## config.mk

```make
export PLATFORM = sky130hd
export DESIGN_NAME = ereu_node
export DESIGN_NICKNAME = d
export VERILOG_FILES = /design/src/design/ereu_decide.v /design/src/design/ereu_node.v
export VERILOG_INCLUDE_DIRS = /design/src /design/src/common
export SDC_FILE = /design/constraint.sdc
export NUM_CORES = 1
export LEC_CHECK = 0
export ABC_CLOCK_PERIOD_IN_PS = 8500
export BUFFER_PORTS_ARGS = -buffer_cell sky130_fd_sc_hd__buf_2
export CAP_MARGIN = 20
export CORE_MARGIN = 1.5
export CORE_UTILIZATION = 50
export CTS_CLUSTER_SIZE = 25
export DETAILED_ROUTE_END_ITERATION = 6
export PLACE_DENSITY = 0.79
export SLEW_MARGIN = 0
export SYNTH_ARGS = -nofsm -noshare
export SYNTH_HDL_FRONTEND = slang
export SYNTH_SLANG_ARGS = --single-unit
```

## constraint.sdc

```tcl
create_clock -name clk -period 8.5 [get_ports clk]
set_input_delay 2.125 -clock clk [delete_from_list [all_inputs] [get_ports clk]]
set_output_delay 2.125 -clock clk [all_outputs]
set_load 0.05 [all_outputs]
```

## src/common/ereu_map.vh

```
`ifndef EREU_MAP_VH
`define EREU_MAP_VH
// Error type ranks used for priority comparison
`define EREU_RANK_NONE 3'd0
`define EREU_RANK_CE 3'd1
`define EREU_RANK_DE 3'd2
`define EREU_RANK_UEO 3'd3
`define EREU_RANK_UER 3'd4
`define EREU_RANK_UEU 3'd5
`define EREU_RANK_UC 3'd6
// Uncorrected subtype encodings held in the status word
`define EREU_UET_LATENT 2'b10
`define EREU_UET_SIGNALED 2'b11
`define EREU_UET_UNRECOV 2'b01
`define EREU_UET_UNCONT 2'b00
// Register offsets (byte addresses)
`define EREU_OFF_FEATURE 12'h000
`define EREU_OFF_CONTROL 12'h008
`define EREU_OFF_STATUS 12'h010
`define EREU_OFF_COUNTER 12'h018
`define EREU_REC_STRIDE 12'h040
// Status word bit positions
`define EREU_ST_V 31
`define EREU_ST_UE 29
`define EREU_ST_DE 23
`define EREU_ST_OF 27
`define EREU_ST_CE_HI 25
`define EREU_ST_CE_LO 24
`define EREU_ST_UET_HI 21
`define EREU_ST_UET_LO 20
`define EREU_ST_SYN_HI 7
// Feature word bit positions
`define EREU_FR_ED_HI 1
`define EREU_FR_ED_LO 0
`define EREU_FR_DUI 16
`define EREU_FR_CEO 31
`define EREU_FR_CNT 12
// Control word bit positions
`define EREU_CT_ED 0
`define EREU_CT_DUI 1
`define EREU_CT_UI 2
`endif

```

## src/design/ereu_decide.v

```verilog
`timescale 1ns/1ps
`include "ereu_map.vh"
// Pure combinational priority decision for one new error against one record
module ereu_decide #(
  parameter VERSION_11 = 1, // 1 selects version 1.1 rules, 0 version 1.0
  parameter HAS_COUNTER = 1 // 1 when a corrected error counter exists
) (
  input wire [2:0] prev_rank, // Rank stored in the record (none when invalid)
  input wire [2:0] new_rank, // Rank of the arriving error
  input wire prev_of, // Overflow flag before this error
  input wire cnt_ovf, // Counting this error wraps the counter
  input wire corrected_overwrite_policy, // Corrected overwrite policy field
  output reg overwrite, // Take the new syndrome
  output reg set_of, // Force overflow to one
  output reg clr_of // Clear overflow (version 1.0 overwrite choice)
);
  localparam [2:0] NONE = `EREU_RANK_NONE;
  localparam [2:0] CE = `EREU_RANK_CE;
  localparam [2:0] DE = `EREU_RANK_DE;

  // Decision matrix; corrected-vs-counter overflow handled inline
  always @* begin
    overwrite = 1'b0;
    set_of = 1'b0;
    clr_of = 1'b0;
    if (prev_rank == NONE) begin
      overwrite = 1'b1;
      if (new_rank == CE && HAS_COUNTER != 0 && cnt_ovf)
        set_of = (VERSION_11 != 0); // v1.0 leaves it free; keep it
    end else if (VERSION_11 != 0) begin
      if (new_rank == CE) begin
        // Without a counter the policy field has no effect: keep with overflow
        if (prev_rank == CE && corrected_overwrite_policy && !prev_of && HAS_COUNTER != 0)
          overwrite = 1'b1;
        // Counter present: only overflow sets; absent: keep with overflow
        set_of = (HAS_COUNTER != 0) ? cnt_ovf : 1'b1;
      end else begin
        overwrite = (new_rank > prev_rank);
        set_of = 1'b1;
      end
    end else begin
      if (new_rank == CE) begin
        if (prev_rank == CE && corrected_overwrite_policy && !prev_of)
          overwrite = 1'b1;
        set_of = (HAS_COUNTER == 0) || cnt_ovf;
      end else if (new_rank > prev_rank) begin
        overwrite = 1'b1;
        set_of = (prev_rank > DE); // both uncorrected
        clr_of = (prev_rank <= DE); // Overwrite chooses to clear
      end else if (!(new_rank == DE && prev_rank > DE)) begin
        set_of = 1'b1;
      end
    end
  end
endmodule // ereu_decide

```

## src/design/ereu_node.v

```verilog
// Design decisions made here: the placing of the registers and the APB slave port.
`timescale 1ns/1ps
`include "ereu_map.vh"
// Summary of operation
// - Interrupt on uncorrected and on deferred, each only when enabled
// - Interrupt fires even if syndrome discarded
// - One feature and control register per node
// - Later records: detect field zero, control reserved
// - Unimplemented record slots read zero, ignore writes
// - Update type fields, choose syndrome, count corrected
// - Counter overflow sets overflow, except version 1.0 into an empty record
// - Valid and corrected field encode corrected errors
// - Deferred and uncorrected subtype encodings
// - Version 1.0 matrix for non-corrected errors
// - Version 1.0 corrected over corrected policy
// - Version 1.0 corrected into empty record
// - Version 1.1 overflow setting conditions
// - Version 1.1 matrix for non-corrected errors
// - Version 1.1 counterless collapse of actions
// - Version 1.1 corrected overwrite policy field
// - Type flags updated even when syndrome kept
module ereu_node #(
  parameter VERSION_11 = 1, // 1 selects version 1.1 rules
  parameter HAS_COUNTER = 1, // Corrected error counter present
  parameter NREC = 2, // Records owned by this node
  parameter NSLOT = 4, // Record slots in the group window
  parameter CNT_W = 16, // Corrected counter width
  parameter CEO_VAL = 1 // Corrected overwrite policy value
) (
  input wire clk, // 250 MHz clock
  input wire reset, // Synchronous, active high
  input wire psel, // APB select
  input wire penable, // APB access phase
  input wire pwrite, // APB write
  input wire [11:0] paddr, // APB byte address
  input wire [31:0] pwdata, // APB write data
  output wire [31:0] prdata, // APB read data
  output wire pready, // APB ready, always one
  output wire pslverr, // APB error on unmapped address
  input wire err_valid, // One-cycle pulse: new error detected
  input wire [2:0] err_rank, // Rank of the new error (1..6)
  input wire [1:0] err_rec, // Record that takes the error
  input wire [7:0] err_syn, // Syndrome of the new error
  output reg err_irq // Error recovery interrupt pulse
);
  localparam [2:0] R_NONE = `EREU_RANK_NONE;
  localparam [2:0] R_CE = `EREU_RANK_CE;
  localparam [2:0] R_DE = `EREU_RANK_DE;
  localparam [2:0] R_UEO = `EREU_RANK_UEO;
  localparam [2:0] R_UER = `EREU_RANK_UER;
  localparam [2:0] R_UEU = `EREU_RANK_UEU;

  // Per-record state
  reg [31:0] status_r [0:NSLOT-1]; // Status word per record
  reg [CNT_W-1:0] count_r [0:NSLOT-1]; // Corrected counter per record
  reg [2:0] ctl_r; // Shared node control (detect, deferred irq, uncorr irq)
  reg [31:0] rdata_r; // Registered read data
  wire [31:0] feature_w; // Shared node feature word

  // Rank of a stored status word
  function [2:0] rank_of;
    input [31:0] st;
    begin
      if (!st[`EREU_ST_V])
        rank_of = R_NONE;
      else if (st[`EREU_ST_UE]) begin
        case (st[`EREU_ST_UET_HI:`EREU_ST_UET_LO])
          `EREU_UET_LATENT: rank_of = R_UEO;
          `EREU_UET_SIGNALED: rank_of = R_UER;
          `EREU_UET_UNRECOV: rank_of = R_UEU;
          default: rank_of = `EREU_RANK_UC;
        endcase
      end else if (st[`EREU_ST_DE])
        rank_of = R_DE;
      else if (st[`EREU_ST_CE_HI:`EREU_ST_CE_LO] != 2'b00)
        rank_of = R_CE;
      else
        rank_of = R_NONE;
    end
  endfunction

  // Subtype encoding of an uncorrected rank
  function [1:0] uet_of;
    input [2:0] rk;
    begin
      case (rk)
        R_UEO: uet_of = `EREU_UET_LATENT;
        R_UER: uet_of = `EREU_UET_SIGNALED;
        R_UEU: uet_of = `EREU_UET_UNRECOV;
        default: uet_of = `EREU_UET_UNCONT;
      endcase
    end
  endfunction

  // One feature word for the whole node
  assign feature_w = {CEO_VAL[0], 14'h0000, 1'b1, 3'h0,
    (HAS_COUNTER != 0), 10'h000, 2'b10};

  // Decision for the addressed record
  wire [31:0] tgt_st = status_r[err_rec]; // Status of the target record
  wire [2:0] prev_rank = rank_of(tgt_st); // Stored rank
  wire tgt_ok = ({1'b0, err_rec} < NREC[2:0]) && ctl_r[`EREU_CT_ED]; // Live record
  wire [CNT_W:0] cnt_sum = {1'b0, count_r[err_rec]} + {{CNT_W{1'b0}}, 1'b1}; // Count+1
  wire cnt_ovf = cnt_sum[CNT_W]; // Wrap on increment
  wire dec_ow; // Take new syndrome
  wire dec_sof; // Set overflow
  wire dec_cof; // Clear overflow
  // Software may clear only the type bits and leave valid set. Such a record ranks as
  // empty, so the matrix overwrites it, yet version 1.1 still owes an overflow because
  // valid was set before the new error arrived
  wire typeless_v = tgt_st[`EREU_ST_V] && (prev_rank == R_NONE); // Valid but untyped
  wire hole_sof = (VERSION_11 != 0) && typeless_v &&
    ((err_rank != R_CE) || (HAS_COUNTER == 0)); // Overflow owed on a typeless record

  ereu_decide #(
    .VERSION_11(VERSION_11),
    .HAS_COUNTER(HAS_COUNTER)
  ) u_dec (
    .prev_rank(prev_rank),
    .new_rank(err_rank),
    .prev_of(tgt_st[`EREU_ST_OF]),
    .cnt_ovf(cnt_ovf),
    .corrected_overwrite_policy(CEO_VAL[0]),
    .overwrite(dec_ow),
    .set_of(dec_sof),
    .clr_of(dec_cof)
  );

  // APB decode
  wire acc = psel && penable; // Access phase
  wire [1:0] slot = paddr[7:6]; // Record slot
  wire [5:0] roff = paddr[5:0]; // Offset inside slot
  wire slot_ok = ({1'b0, slot} < NREC[2:0]); // Implemented record
  wire off_ok = (paddr[11:8] == 4'h0) && (roff == `EREU_OFF_FEATURE) ||
    (paddr[11:8] == 4'h0) && (roff == `EREU_OFF_CONTROL) ||
    (paddr[11:8] == 4'h0) && (roff == `EREU_OFF_STATUS) ||
    (paddr[11:8] == 4'h0) && (roff == `EREU_OFF_COUNTER); // Mapped offset
  wire wr_st = acc && pwrite && slot_ok && (roff == `EREU_OFF_STATUS); // Status clear

  assign pready = 1'b1;
  assign pslverr = acc && !off_ok;
  assign prdata = rdata_r;

  // Read mux for the addressed slot
  reg [31:0] rd_nxt; // Next read data
  always @* begin
    rd_nxt = 32'h0000_0000;
    if (slot_ok) begin // unimplemented slots read zero
      case (roff)
        `EREU_OFF_FEATURE: rd_nxt = (slot == 2'd0) ? feature_w :
          {30'h0, 2'b00}; // later records: only low bits, detect zero
        `EREU_OFF_CONTROL: rd_nxt = (slot == 2'd0) ? {29'h0, ctl_r} :
          32'h0000_0000;
        `EREU_OFF_STATUS: rd_nxt = status_r[slot];
        `EREU_OFF_COUNTER: rd_nxt = {{(32-CNT_W){1'b0}}, count_r[slot]};
        default: rd_nxt = 32'h0000_0000;
      endcase
    end
  end

  // Registered read data, captured in the setup cycle so it is ready in access
  always @(posedge clk) begin
    if (reset)
      rdata_r <= 32'h0000_0000;
    else if (psel && !penable && !pwrite)
      rdata_r <= rd_nxt;
  end

  // Shared control; only slot zero holds it
  always @(posedge clk) begin
    if (reset)
      ctl_r <= 3'b111;
    else if (acc && pwrite && slot == 2'd0 && roff == `EREU_OFF_CONTROL)
      ctl_r <= pwdata[2:0];
  end

  // Recovery interrupt: uncorrected and deferred, each when its enable is set
  always @(posedge clk) begin
    if (reset)
      err_irq <= 1'b0;
    else
      err_irq <= err_valid && tgt_ok && // independent of overwrite
        ((err_rank > R_DE && ctl_r[`EREU_CT_UI]) ||
         (err_rank == R_DE && ctl_r[`EREU_CT_DUI]));
  end

  // Record update; a new error wins over a same-cycle software clear
  integer i;
  always @(posedge clk) begin
    if (reset) begin
      for (i = 0; i < NSLOT; i = i + 1) begin
        status_r[i] <= 32'h0000_0000;
        count_r[i] <= {CNT_W{1'b0}};
      end
    end else begin
      if (acc && pwrite && slot_ok && roff == `EREU_OFF_COUNTER)
        count_r[slot] <= pwdata[CNT_W-1:0];
      // Write-one-to-clear of valid, overflow and type fields
      if (wr_st && !(err_valid && tgt_ok && err_rec == slot))
        status_r[slot] <= status_r[slot] & ~(pwdata & 32'hbbb0_0000);
      if (err_valid && tgt_ok && err_rank != R_NONE) begin
        // Count corrected errors only
        if (err_rank == R_CE && HAS_COUNTER != 0)
          count_r[err_rec] <= cnt_sum[CNT_W-1:0];
        // Overflow sources merge here; a set always beats the version 1.0 clear
        status_r[err_rec] <= upd(tgt_st, err_rank, err_syn, dec_ow,
          dec_sof || hole_sof, dec_cof);
      end
    end
  end

  // Build the updated status word
  function [31:0] upd;
    input [31:0] st;
    input [2:0] rk;
    input [7:0] syn;
    input ow;
    input sof;
    input cof;
    reg [31:0] s;
    begin
      s = st;
      if (rk == R_CE && s[`EREU_ST_CE_HI:`EREU_ST_CE_LO] == 2'b00)
        s[`EREU_ST_CE_HI:`EREU_ST_CE_LO] = 2'b10;
      if (rk == R_DE)
        s[`EREU_ST_DE] = 1'b1;
      if (rk > R_DE) begin
        s[`EREU_ST_UE] = 1'b1;
        if (ow || !st[`EREU_ST_UE])
          s[`EREU_ST_UET_HI:`EREU_ST_UET_LO] = uet_of(rk);
      end
      if (ow)
        s[`EREU_ST_SYN_HI:0] = syn;
      if (cof)
        s[`EREU_ST_OF] = 1'b0;
      if (sof)
        s[`EREU_ST_OF] = 1'b1;
      s[`EREU_ST_V] = 1'b1;
      upd = s;
    end
  endfunction
endmodule // ereu_node

```

==> After elaboration in Yosys (flattened, before gate mapping) <==
Memory sizes are Yosys's and may differ from the RTL's.
Index checks and enable logic that the tools add are counted.
{ "op_classes": {"order_cmp": 4, "bitwise_logic": 2, "n_eq_ne": 14, "n_reduce_logical": 50, "add_sub_neg": 1, "mux": 62} }
{ "op_table": {"columns": ["cell", "n"], "rows": [
  ["2-to-1 mux 32 bit", 4],
  ["case mux 32 bit (4 select lines)", 1],
  ["OR reduction 32 bit", 2],
  ["2-to-1 mux 1 bit", 35],
  ["AND 32 bit", 1],
  ["2-to-1 mux 16 bit", 2],
  ["inverter 32 bit", 1],
  ["OR reduction 16 bit", 2],
  ["logical AND 1 bit", 27],
  ["2-to-1 mux 2 bit", 12],
  ["2-to-1 mux 8 bit", 3],
  ["adder 16 x 1 -> 17 bit, second input constant", 1],
  ["equality test 6 x 5 -> 1 bit, second input constant", 2],
  ["2-to-1 mux 3 bit", 3],
  ["case mux 3 bit (3 select lines)", 1],
  ["equality test 3 x 1 -> 1 bit, second input constant", 2],
  ["equality test 3 x 2 -> 1 bit, second input constant", 2],
  ["equality test 3 bit, second input constant", 2],
  ["equality test 6 x 4 -> 1 bit, second input constant", 1],
  ["zero test 1 bit", 6],
  ["zero test 6 bit", 1],
  ["logical OR 1 bit", 6],
  ["case mux 2 bit (3 select lines)", 1],
  ["equality test 2 bit, second input constant", 2],
  ["other kinds (11)", 13]
]} }
{ "word_totals": {"elab_cells": 138, "ramBits": 192, "inputBits": 63, "ff_bits": 36, "n_memories": 2} }
{ "mem_list": {"columns": ["memory", "depth", "word_bits", "read_ports", "rd_ports_with_merged_regs", "write_ports", "line", "text"], "rows": [
  ["status_r", 4, 32, 2, 0, 4, "ereu_node.v:54", "reg [31:0] status_r [0:NSLOT-1];"],
  ["count_r", 4, 16, 2, 0, 4, "ereu_node.v:55", "reg [CNT_W-1:0] count_r [0:NSLOT-1];"]
]} }

==> Logic depth before layout (Yosys ltp) <==
Gate-level depths: netlist of the first run.
An unclocked memory read counts as a cell.
{ "logic_depth": {"ltp_word": 17, "mapped_depth": 15, "mapped_depth_nobuf": 12} }

==> Modules after synthesis <==
A second synthesis of the first run with hierarchy kept.
{ "unflattened": {"hier_cells": 838, "area_unflattened_um2": 11517.3} }
{ "by_module_without_submodules": {"columns": ["mod", "cells_each", "area_per_inst_um2", "seq_area_each_um2", "n_inst"], "rows": [
  ["ereu_node", 821, 11389.7, 6446.2, 1],
  ["ereu_decide", 17, 127.6, 0.0, 1]
]} }

==> Least setup slack after synthesis of the first run <==
Ideal clock, no wire load.
{ "synth_timing": {"path_kind": "in2reg", "startpoint": "input port err_rec[0]", "endpoint": "memory status_r[0][3] (data pin)", "t_arrival_ns": 5.324, "setup_slack_ns": 2.918, "cell_stages": 15, "setup_ns": 0.258, "n_path_buf": 4, "path_cell_list": "buf_6 > buf_6 > buf_4 > mux4_2 > ha_1 > o22ai_4 > and2_1 > ha_1 > and3_1 > a211oi_1 > nor2b_1 > a32oi_4 > buf_6 > nor2b_1 > o21ai_1"} }
{ "synth_rtl": {"columns": ["item", "line", "text"], "rows": [
  ["from (decl)", "ereu_node.v:42", "input wire [1:0] err_rec,"],
  ["to (decl)", "ereu_node.v:54", null]
]} }

==> implementation parameters, run 1 <==
Parameter                              Value

Outcome
  Status    completed

Placement
  Estimated wirelength of the detail-placed design    17,970 µm
  Last weighted congestion value of the routability-driven placer    0.8368
  DP Area    12,480 µm²
  Post-Place Cells    1,298
  Worst setup slack after placement    1911 ps
  Number of buffers added on ports    89

Setup path
  Number of buffers and inverters on the critical path    2
  Cell repeated most along the worst path    sky130_fd_sc_hd__nor2b_1
  Worst setup EP type    flip-flop
  Crit path largest cell delay    700 ps
  Slowest-stage cell, CP    sky130_fd_sc_hd__a32oi_4
  Type of origin of the critical path    input port
  Crit path arrival time    6280 ps
  Critical path, cell by cell    buf_2 -> buf_4 -> mux4_2 -> nand2_1 -> or2_2 -> ha_1 -> and3_1 -> a211oi_1 -> nor2b_1 -> a32oi_4 -> nor2b_1 -> o21ai_1
  Path type of the worst setup path    in -> reg
  Data required time at the worst endpoint    8770 ps
  Highest net fanout along the worst path    28
  Cell class contributing the biggest share of worst-path delay    compound AO/OA/AOI/OAI gates

STA
  Final setup viols    0
  Part of the cycle the worst path needs    70.69%
  Slew at the pin with the worst max-slew slack    1009 ps
  Normalized max-slew margin    32.54%
  Unrepaired setup endpoints after global routing    no
  Number of max-slew violations in the final report    0
  Shortest period the worst path allows    6009 ps
  Final TNS setup    0 ps
  Hold Violations, Final    0
  Highest clock rate    166.4 MHz
  Final setup slack of the worst path    2491 ps
  Post-route worst hold slack    478.8 ps
  Maximum clock skew at final layout    14.84 ps

Routing
  Overall routed net length    28,450 µm
  Drt drc    0
  Antenna viol nets, final    0
  Vias    8,126
  1st-iter DRT viols    812
  Detailed-router iteration count before antenna repair    7
  Vias per inst    6.055
  Routed length per placed instance    21.20 µm

Power
  Power per standard cell area    199.5 nW/µm²
  Overall power of the completed layout    2.659 mW
  Static leakage    4.960 nW
  Worst VDD drop    0.1767 mV

Finish
  Share of post-route cells with drive strength above 1    23.94%
  Post-layout net count    1,107
  Core occupancy in the finished layout    58.68%
  Area of all placed cells without fillers    13,330 µm²
  Number of diodes added for antenna fixing    0
  Signed area change from the synthesized netlist to the final layout    14.79%
  Layout Cells excl Fill    1,342

Clock network
  Worst skew pair latency    530 ps
  Post-CTS setup buffer count    0
  Number of buffers created by CTS    24
  Clock tree root buffer cell    sky130_fd_sc_hd__clkbuf_16
  Depth of the CTS H-tree    1
  Max Buffers Root-to-Sink    3
  Number of gates given a new drive strength after cts    0
  Clock tree from TritonCTS    yes
  Clock net sink count    228
  Hold-fix buffers at CTS    0
  Clock input transition at the sequential cells of the worst setup and hold paths    60 ps

Yosys
  Top cells by area, synth    sky130_fd_sc_hd__edfxtp_1, sky130_fd_sc_hd__mux4_2, sky130_fd_sc_hd__dfxtp_1
  Number of different library cells in the post-synthesis netlist    66
  Ranking of synthesized cells by instance count    sky130_fd_sc_hd__edfxtp_1, sky130_fd_sc_hd__nand2_1, sky130_fd_sc_hd__nor2_1
  Most used DFF post-synth    sky130_fd_sc_hd__edfxtp_1
  Top-count cell post-synth    sky130_fd_sc_hd__edfxtp_1
  Cell count after synthesis    899
  Post-synthesis sequential area ratio    55.52%
  Synth top area share    48.63%
  Top cell type by total area after synthesis    sky130_fd_sc_hd__edfxtp_1
  Average cell area after synthesis    12.91 µm²
  Number of flops mapped to enable cells by yosys    188
  Mapped Area    11,610 µm²
  Number of warnings printed during yosys synthesis    0
  Async SR Flop Fraction    0%
  Number of storage elements in the synthesis netlist    228

Flow run
  Number of max-cap violations    0

Global route
  Largest net degree at the start of global routing    56
  Antenna violations before repair    1
  Total global routing overflow    0
  Number of global-route vias before repair    8,150
  Global-route wire length before repair    44,770 µm
  Global router's overall resource usage    23.95%

Worst hold path
  Classification of the worst-slack hold path    reg -> reg

Die
  I/O pin total    98
  Total die area    24,140 µm²
  Chip Height    155.4 µm
  Standard-cell rows    55
  Initial core utilization    51.12%
  Die extent in x    155.4 µm
  CORE AREA    22,710 µm²
==> tightest hold or removal path, cell delays in order, from the launching register on <==
cell	delay, ps
sky130_fd_sc_hd__dfxtp_1	320
sky130_fd_sc_hd__nand2_1	60
sky130_fd_sc_hd__a21oi_1	50
==> flip-flops by register name (all words and copies together), names as in the netlist <==
name and cells:
count_r 64, ctl_r 3, err_irq 1, prdata 32
status_r 128
==> kinds of logic after synthesis <==
logic type                 Yosys count  synth area share [%]
xor gates and xnor gates            14                 1.056
other                                2               0.06469
DFF                                228                 55.52
adders and majority gates            5                0.5389
muxes                              128                 17.26
AOI/OAI and AO/OA                  204                 11.71
and+or+nand+nor                    241                 10.48
buffers and inverters               77                 3.362
==> power by group <==
| part | switching (mW) | internal (mW) | leakage [nW] |
|---|---|---|---|
| Sequential | 0.0267 | 1.27 | 2.21 |
| Clock | 0.426 | 0.679 | 0.415 |
| Combinational | 0.152 | 0.105 | 2.33 |
==> metal layers <==
layer | GRT usage (%) | vias up | share of wire [%]
li1 | - | 3661 | -
met1 | 31.99 | 4008 | 40
met2 | 39.80 | 394 | 49
met3 | 3.565 | 61 | 8.1
met4 | 9.116 | 2 | 2.8
met5 | 0 | - | 0.046
==> worst paths after layout <==
kind	startpoint	endpoint	slack, ps	cells past startpoint
setup / recovery	err_rec[0]	status_r[1][5]	2490	12
hold / removal	prdata[1]	prdata[1]	480	2
setup reg to reg	status_r[3][20]	status_r[1][5]	4480	12
hold reg to reg	prdata[1]	prdata[1]	480	2
==> final cells by class <==
cell class	count	area [µm²]
fill	1782	9383
sequential	228	6446
clock buffer	35	723.2
multi-input combinational	671	5080
timing repair buffer	103	559.3
inverter	11	41.29
tap	285	356.6
clock inverter	9	120.1
==> cell usage in the layout (no fill, tap or decap), types with 4 or more instances in the layout <==
cell type,synthesis,final
sky130_fd_sc_hd__a211o_1,9,9
sky130_fd_sc_hd__nand2_1,88,88
sky130_fd_sc_hd__xor2_1,5,5
sky130_fd_sc_hd__o22ai_1,8,8
sky130_fd_sc_hd__nor2_2,5,5
sky130_fd_sc_hd__a21oi_1,19,19
sky130_fd_sc_hd__buf_2,17,87
sky130_fd_sc_hd__dfxtp_1,40,40
sky130_fd_sc_hd__nand3_1,11,11
sky130_fd_sc_hd__mux4_2,53,53
sky130_fd_sc_hd__buf_4,9,15
sky130_fd_sc_hd__edfxtp_1,188,188
sky130_fd_sc_hd__and2_1,23,23
sky130_fd_sc_hd__nor2_1,64,64
sky130_fd_sc_hd__clkbuf_1,31,4
sky130_fd_sc_hd__o21ai_0,36,36
sky130_fd_sc_hd__mux2_2,35,35
sky130_fd_sc_hd__and3_1,5,5
sky130_fd_sc_hd__nor2b_1,12,12
sky130_fd_sc_hd__mux2i_1,39,39
sky130_fd_sc_hd__clkbuf_8,0,6
sky130_fd_sc_hd__a22o_1,30,30
sky130_fd_sc_hd__inv_1,11,11
sky130_fd_sc_hd__ha_1,5,5
sky130_fd_sc_hd__xnor2_1,9,9
sky130_fd_sc_hd__a22oi_1,31,31
sky130_fd_sc_hd__o21ai_1,51,51
sky130_fd_sc_hd__conb_1,2,79
sky130_fd_sc_hd__nand3b_1,4,4
sky130_fd_sc_hd__clkbuf_16,0,25
Power figures use the tool's default switching activity.
==> run 2, diff against run 1 <==
Settings changed: ABC_CLOCK_PERIOD_IN_PS 8500 to 5900.
Clock period 8.5 ns to 5.9 ns, I/O delays scaled along.
==> implementation parameters, run 2 (same netlist as run 1, synthesis figures left out) <==
Parameter                              Value

Clock network
  Clock net sink count    228
  Clock tree root buffer cell    sky130_fd_sc_hd__clkbuf_16
  Clock input transition at the sequential cells of the worst setup and hold paths    70 ps
  Hold-fix buffers at CTS    0
  Clock tree from TritonCTS    yes
  Worst skew pair latency    510 ps
  Post-CTS setup buffer count    0
  Max Buffers Root-to-Sink    3
  Number of buffers created by CTS    23
  Number of gates given a new drive strength after cts    0
  Depth of the CTS H-tree    1

Setup path
  Critical path, cell by cell    buf_2 -> buf_4 -> mux4_2 -> nor2_2 -> o22ai_4 -> and2_1 -> ha_1 -> and3_1 -> a211oi_1 -> nor2b_1 -> a32oi_4 -> nor2b_1 -> o21ai_1
  Type of origin of the critical path    input port
  Timing endpoint of the critical path    status_r[1][5]
  Startpoint of the worst setup timing path    err_rec[0]
  Cell repeated most along the worst path    sky130_fd_sc_hd__nor2b_1
  Reg2reg start    status_r[3][20]
  Worst reg-to-reg setup slack    1910 ps
  Highest net fanout along the worst path    22
  Crit path largest cell delay    690 ps
  Path type of the worst setup path    in -> reg
  Cell count of the worst reg-to-reg path    12
  Cell class contributing the biggest share of worst-path delay    compound AO/OA/AOI/OAI gates
  Number of buffers and inverters on the critical path    2
  Stages on the worst setup path    13
  Crit path arrival time    5070 ps
  R2R Path End    status_r[1][5]
  Worst setup EP type    flip-flop
  Data required time at the worst endpoint    6150 ps
  Slowest-stage cell, CP    sky130_fd_sc_hd__a32oi_4

Worst hold path
  Classification of the worst-slack hold path    reg -> reg

Routing
  Overall routed net length    28,410 µm
  Antenna viol nets, final    0
  Drt drc    0
  Routed length per placed instance    21.09 µm
  Vias    8,152
  1st-iter DRT viols    828
  Detailed-router iteration count before antenna repair    5
  Vias per inst    6.052

Global route
  Global router's overall resource usage    23.76%
  Number of global-route vias before repair    8,282
  Antenna violations before repair    2
  Largest net degree at the start of global routing    71
  Total global routing overflow    0
  Global-route wire length before repair    44,570 µm

Finish
  Number of flip-flops in the largest register    128
  Most frequent standard cell in the layout excluding fill and tap cells    sky130_fd_sc_hd__edfxtp_1
  Signed area change from the synthesized netlist to the final layout    14.19%
  Share of post-route cells with drive strength above 1    23.82%
  Biggest register    status_r
  Post-layout net count    1,114
  Leading cell types in the layout, fill and taps excluded    sky130_fd_sc_hd__edfxtp_1, sky130_fd_sc_hd__nand2_1, sky130_fd_sc_hd__buf_2, sky130_fd_sc_hd__conb_1, sky130_fd_sc_hd__nor2_1
  Number of diodes added for antenna fixing    0
  Core occupancy in the finished layout    58.38%

Placement
  Number of buffers added on ports    89
  Last weighted congestion value of the routability-driven placer    0.8545
  Estimated wirelength of the detail-placed design    18,260 µm

Outcome
  Status    completed

Flow run
  Number of max-cap violations    0

Power
  Fraction of power consumed by sequential logic    51.6%
  Clock power frac    38.0%
  Sw frac    24.17%
  Static leakage    4.923 nW
  Power per standard cell area    273.1 nW/µm²
  Internal power consumption    2.745 mW
  Part of the power in combinational logic    10.4%
  Worst VDD drop    0.1859 mV
  Power spent charging and discharging nets    0.8749 mW

STA
  Maximum clock skew at final layout    19.54 ps
  Normalized max-slew margin    32.39%
  Highest clock rate    207.8 MHz
  Part of the cycle the worst path needs    81.55%
  Final setup viols    0
  Final TNS setup    0 ps
  Unrepaired setup endpoints after global routing    no
  Slew at the pin with the worst max-slew slack    1012 ps
  Shortest period the worst path allows    4811 ps
  Hold Violations, Final    0
  Number of max-slew violations in the final report    0

Die
  Chip Height    155.4 µm
  Standard-cell rows    55
  Die extent in x    155.4 µm
  CORE AREA    22,710 µm²
  Initial core utilization    51.12%
  I/O pin total    98
  Total die area    24,140 µm²
## run 2: cell types whose count changed in the layout (fill, tap and decap cells not counted)
cell | previous run | this run
sky130_fd_sc_hd__clkinv_2 | 2 | 3
sky130_fd_sc_hd__clkbuf_16 | 25 | 23
sky130_fd_sc_hd__buf_4 | 15 | 21
sky130_fd_sc_hd__clkbuf_1 | 4 | 6
sky130_fd_sc_hd__buf_16 | 0 | 1
sky130_fd_sc_hd__bufinv_16 | 3 | 1
sky130_fd_sc_hd__buf_12 | 0 | 1
sky130_fd_sc_hd__clkbuf_8 | 6 | 0
sky130_fd_sc_hd__clkinv_1 | 3 | 6
sky130_fd_sc_hd__clkinvlp_4 | 0 | 1
## run 2: cell type report
cell class | instances | area (µm²)
clock buffers | 29 | 598.1
clock inverters | 12 | 83.83
fillers | 1834 | 9452
inverters | 11 | 41.29
multi-input cells | 671 | 5080
flip-flops and latches | 228 | 6446
well taps | 285 | 356.6
repair buffers | 111 | 651.9
## run 2: per-layer routing
layer	part of all wire (%)	vias to the layer above	GRT usage (%)
li1	-	3664	-
met1	40	4070	31.29
met2	51	353	40.39
met3	7.1	61	3.677
met4	2.4	4	7.982
met5	0.099	-	0
## run 2: stage by stage
step           instance area (µm²)  total power, mW  instances  worst slack [ps]  hold slack [ps]
6_report                     13260            3.620       1347              1089            493.4
5_1_grt                      13260            3.720       1347             930.3            503.9
4_1_cts                      13230            3.614       1346              1113            491.1
3_5_place_dp                 12550            2.267       1305             579.2            479.5
3_3_place_gp                 12540            2.252       1304             712.0            463.5
2_1_floorplan                11900            2.157        976             967.5            448.8
## run 2: worst min-delay path by stage
stage | startpoint | end | slack, ps | cells after the start
after global placement | status_r[2][31] | status_r[2][31] | 460 | 1
after global routing | status_r[3][31] | status_r[3][31] | 500 | 1
final | status_r[2][31] | status_r[2][31] | 490 | 1
after CTS | status_r[3][31] | status_r[3][31] | 490 | 1
after floorplan | status_r[1][31] | status_r[1][31] | 450 | 1
after detailed placement | status_r[3][31] | status_r[3][31] | 480 | 1
## run 2: worst reg2reg max path: stages (launching register included)
cell	delay [ps]
sky130_fd_sc_hd__edfxtp_1	440
sky130_fd_sc_hd__mux4_2	540
sky130_fd_sc_hd__inv_1	120
sky130_fd_sc_hd__ha_1	270
sky130_fd_sc_hd__o22ai_4	220
sky130_fd_sc_hd__and2_1	160
sky130_fd_sc_hd__ha_1	220
sky130_fd_sc_hd__and3_1	180
sky130_fd_sc_hd__a211oi_1	380
sky130_fd_sc_hd__nor2b_1	130
sky130_fd_sc_hd__a32oi_4	690
sky130_fd_sc_hd__nor2b_1	320
sky130_fd_sc_hd__o21ai_1	100
## run 2: power by group through the flow
| stage | Combinational (mW) | Sequential (mW) | Clock, mW |
|---|---|---|---|
| 2_1_floorplan | 0.271 | 1.89 | 0 |
| 3_3_place_gp | 0.360 | 1.89 | 0 |
| 3_5_place_dp | 0.367 | 1.90 | 0 |
| 4_1_cts | 0.371 | 1.87 | 1.38 |
| 5_1_grt | 0.405 | 1.87 | 1.44 |
| 6_report | 0.376 | 1.87 | 1.38 |
==> run 3, diff against run 2 <==
Settings changed: ABC_AREA from default to 1, ABC_CLOCK_PERIOD_IN_PS 5900 to 3850, PLACE_DENSITY 0.79 to 0.81.
Clock period 5.9 ns to 3.85 ns, I/O delays scaled along.
==> implementation parameters, run 3 <==
Parameter                              Value

Power
  Power per standard cell area    414.4 nW/µm²
  Sw frac    24.51%
  Overall power of the completed layout    5.831 mW
  Clock power frac    40.8%
  Worst VDD drop    0.3632 mV
  Internal power consumption    4.402 mW
  Fraction of power consumed by sequential logic    48.7%
  Part of the power in combinational logic    10.6%
  Power spent charging and discharging nets    1.429 mW
  Static leakage    5.886 nW

Clock network
  Post-CTS setup buffer count    0
  Clock net sink count    228
  Clock tree root buffer cell    sky130_fd_sc_hd__clkbuf_16
  Number of buffers created by CTS    25
  Number of gates given a new drive strength after cts    0
  Clock input transition at the sequential cells of the worst setup and hold paths    60 ps
  Hold-fix buffers at CTS    0
  Depth of the CTS H-tree    1
  Worst skew pair latency    520 ps
  Clock tree from TritonCTS    yes
  Max Buffers Root-to-Sink    3

STA
  Final setup slack of the worst path    562.0 ps
  Final setup viols    0
  Number of max-slew violations in the final report    0
  Normalized max-slew margin    38.56%
  Shortest period the worst path allows    3288 ps
  Part of the cycle the worst path needs    85.40%
  Highest clock rate    304.1 MHz
  Hold Violations, Final    0
  Slew at the pin with the worst max-slew slack    918.2 ps
  Unrepaired setup endpoints after global routing    no
  Final TNS setup    0 ps
  Maximum clock skew at final layout    8.342 ps
  Post-route worst hold slack    446.4 ps

Routing
  Vias per inst    5.736
  Overall routed net length    34,900 µm
  Drt drc    0
  1st-iter DRT viols    1,546
  Antenna viol nets, final    0
  Routed length per placed instance    18.30 µm
  Vias    10,939
  Detailed-router iteration count before antenna repair    6

Setup path
  Cell class contributing the biggest share of worst-path delay    simple AND/OR/NAND/NOR gates
  Number of buffers and inverters on the critical path    3
  Crit path largest cell delay    520 ps
  Critical path, cell by cell    buf_2 -> nor2_2 -> buf_4 -> nand2_1 -> nand2_1 -> nor2_1 -> nand2_1 -> nand2_1 -> a21boi_0 -> ha_1 -> a32oi_1 -> nand2_1 -> nand2_4 -> inv_2 -> nand2_1 -> nand3_1 -> o21ai_0
  Slowest-stage cell, CP    sky130_fd_sc_hd__buf_4
  Highest net fanout along the worst path    41
  Data required time at the worst endpoint    4200 ps
  Type of origin of the critical path    input port
  Crit path arrival time    3640 ps
  Cell repeated most along the worst path    sky130_fd_sc_hd__nand2_1
  Path type of the worst setup path    in -> reg
  Worst setup EP type    flip-flop

Finish
  Signed area change from the synthesized netlist to the final layout    15.97%
  Filler cell count    2,027
  Sequential cell area    6446 µm²
  Biggest register    status_r
  Footprint of the multi-input gates    5002 µm²
  Share of post-route cells with drive strength above 1    14.61%
  Core occupancy in the finished layout    59.60%
  Number of diodes added for antenna fixing    0
  Area of all placed cells without fillers    14,070 µm²
  Most frequent standard cell in the layout excluding fill and tap cells    sky130_fd_sc_hd__nand2_1
  Leading cell types in the layout, fill and taps excluded    sky130_fd_sc_hd__nand2_1, sky130_fd_sc_hd__edfxtp_1, sky130_fd_sc_hd__inv_1, sky130_fd_sc_hd__nor2_1, sky130_fd_sc_hd__o21ai_0
  Layout Cells excl Fill    1,907
  Number of flip-flops in the largest register    128
  Post-layout net count    1,638

Placement
  DP Area    13,250 µm²
  Number of buffers added on ports    89
  Worst setup slack after placement    134.0 ps
  Post-Place Cells    1,862
  Last weighted congestion value of the routability-driven placer    0.8991
  Estimated wirelength of the detail-placed design    23,500 µm

Global route
  Total global routing overflow    0
  Largest net degree at the start of global routing    64
  Antenna violations before repair    0
  Number of global-route vias before repair    10,368
  Global router's overall resource usage    27.28%
  Global-route wire length before repair    54,540 µm

Die
  Die extent in x    158.8 µm
  Chip Height    158.8 µm
  CORE AREA    23,610 µm²
  Standard-cell rows    56
  Total die area    25,210 µm²
  Initial core utilization    51.39%
  I/O pin total    98

Yosys
  Top cell type by total area after synthesis    sky130_fd_sc_hd__edfxtp_1
  Number of flops mapped to enable cells by yosys    188
  Top cells by area, synth    sky130_fd_sc_hd__edfxtp_1, sky130_fd_sc_hd__nand2_1, sky130_fd_sc_hd__dfxtp_1
  Ranking of synthesized cells by instance count    sky130_fd_sc_hd__nand2_1, sky130_fd_sc_hd__edfxtp_1, sky130_fd_sc_hd__inv_1
  Async SR Flop Fraction    0%
  Number of storage elements in the synthesis netlist    228
  Number of warnings printed during yosys synthesis    0
  Most used DFF post-synth    sky130_fd_sc_hd__edfxtp_1
  Synth top area share    46.53%
  Average cell area after synthesis    8.600 µm²
  Mapped Area    12,130 µm²
  Number of different library cells in the post-synthesis netlist    49
  Post-synthesis sequential area ratio    53.12%
  Cell count after synthesis    1,411
  Top-count cell post-synth    sky130_fd_sc_hd__nand2_1

Worst hold path
  Classification of the worst-slack hold path    reg -> reg

Flow run
  Number of max-cap violations    0

Outcome
  Status    completed
[run 3: cell types whose count changed after synthesis, moves of 35 or more]
cell	previous run	this run
sky130_fd_sc_hd__a21oi_1	19	79
sky130_fd_sc_hd__inv_1	11	151
sky130_fd_sc_hd__mux2_2	35	0
sky130_fd_sc_hd__mux2i_1	39	0
sky130_fd_sc_hd__mux4_2	53	0
sky130_fd_sc_hd__nand2_1	88	342
sky130_fd_sc_hd__nand3_1	11	58
sky130_fd_sc_hd__nor2_1	64	133
sky130_fd_sc_hd__o21ai_0	36	103
[run 3: area by class of cell]
cell class              count  share of cell area, %
well taps                 319                  2.836
multi-input cells        1019                  35.55
clock buffers              41                  5.521
flip-flops and latches    228                  45.81
clock inverters             4                 0.3201
inverters                 167                  4.472
repair buffers            129                  5.495
[run 3: layer usage]
layer	part of all wire, %	up-vias	GRT usage (%)
met5	0	-	0
li1	-	5058	-
met4	3.6	0	10.78
met2	46	707	44.72
met3	12	96	4.467
met1	38	5078	36.18
[run 3: power by group through the flow]
stage               clock network [mW]  registers [mW]  logic (mW)
finish                            2.38            2.84       0.616
global route                      2.49            2.85       0.671
global placement                     0            2.88       0.579
detailed placement                   0            2.89       0.594
CTS                               2.39            2.84       0.598
floorplan                            0            2.88       0.403
[run 3: cell families (layout without fill, tap and decap cells)]
logic type,after synthesis,after routing,share of synthesized area (%)
other,2,79,0.06189
xor gates and xnor gates,8,8,0.5775
DFF,228,228,53.12
and+or+nand+nor,614,614,22.18
adders and majority gates,5,5,0.5156
buffers and inverters,241,341,8.074
AOI/OAI and AO/OA,313,313,15.47
[run 3: path summary, 6_finish.rpt]
kind / from / end / slack, ps / depth (start not counted)
hold reg to reg: status_r[3][31] / status_r[3][31] / 450 / 2
hold / removal: status_r[3][31] / status_r[3][31] / 450 / 2
setup reg to reg: status_r[0][21] / status_r[1][0] / 980 / 16
setup / recovery: err_rec[0] / status_r[1][0] / 560 / 17
[run 3: worst min-delay path: cells and delay by family (launching register included)]
family,cells,cell delay (ps)
and+or+nand+nor,1,30
buffers and inverters,1,50
DFF,1,320
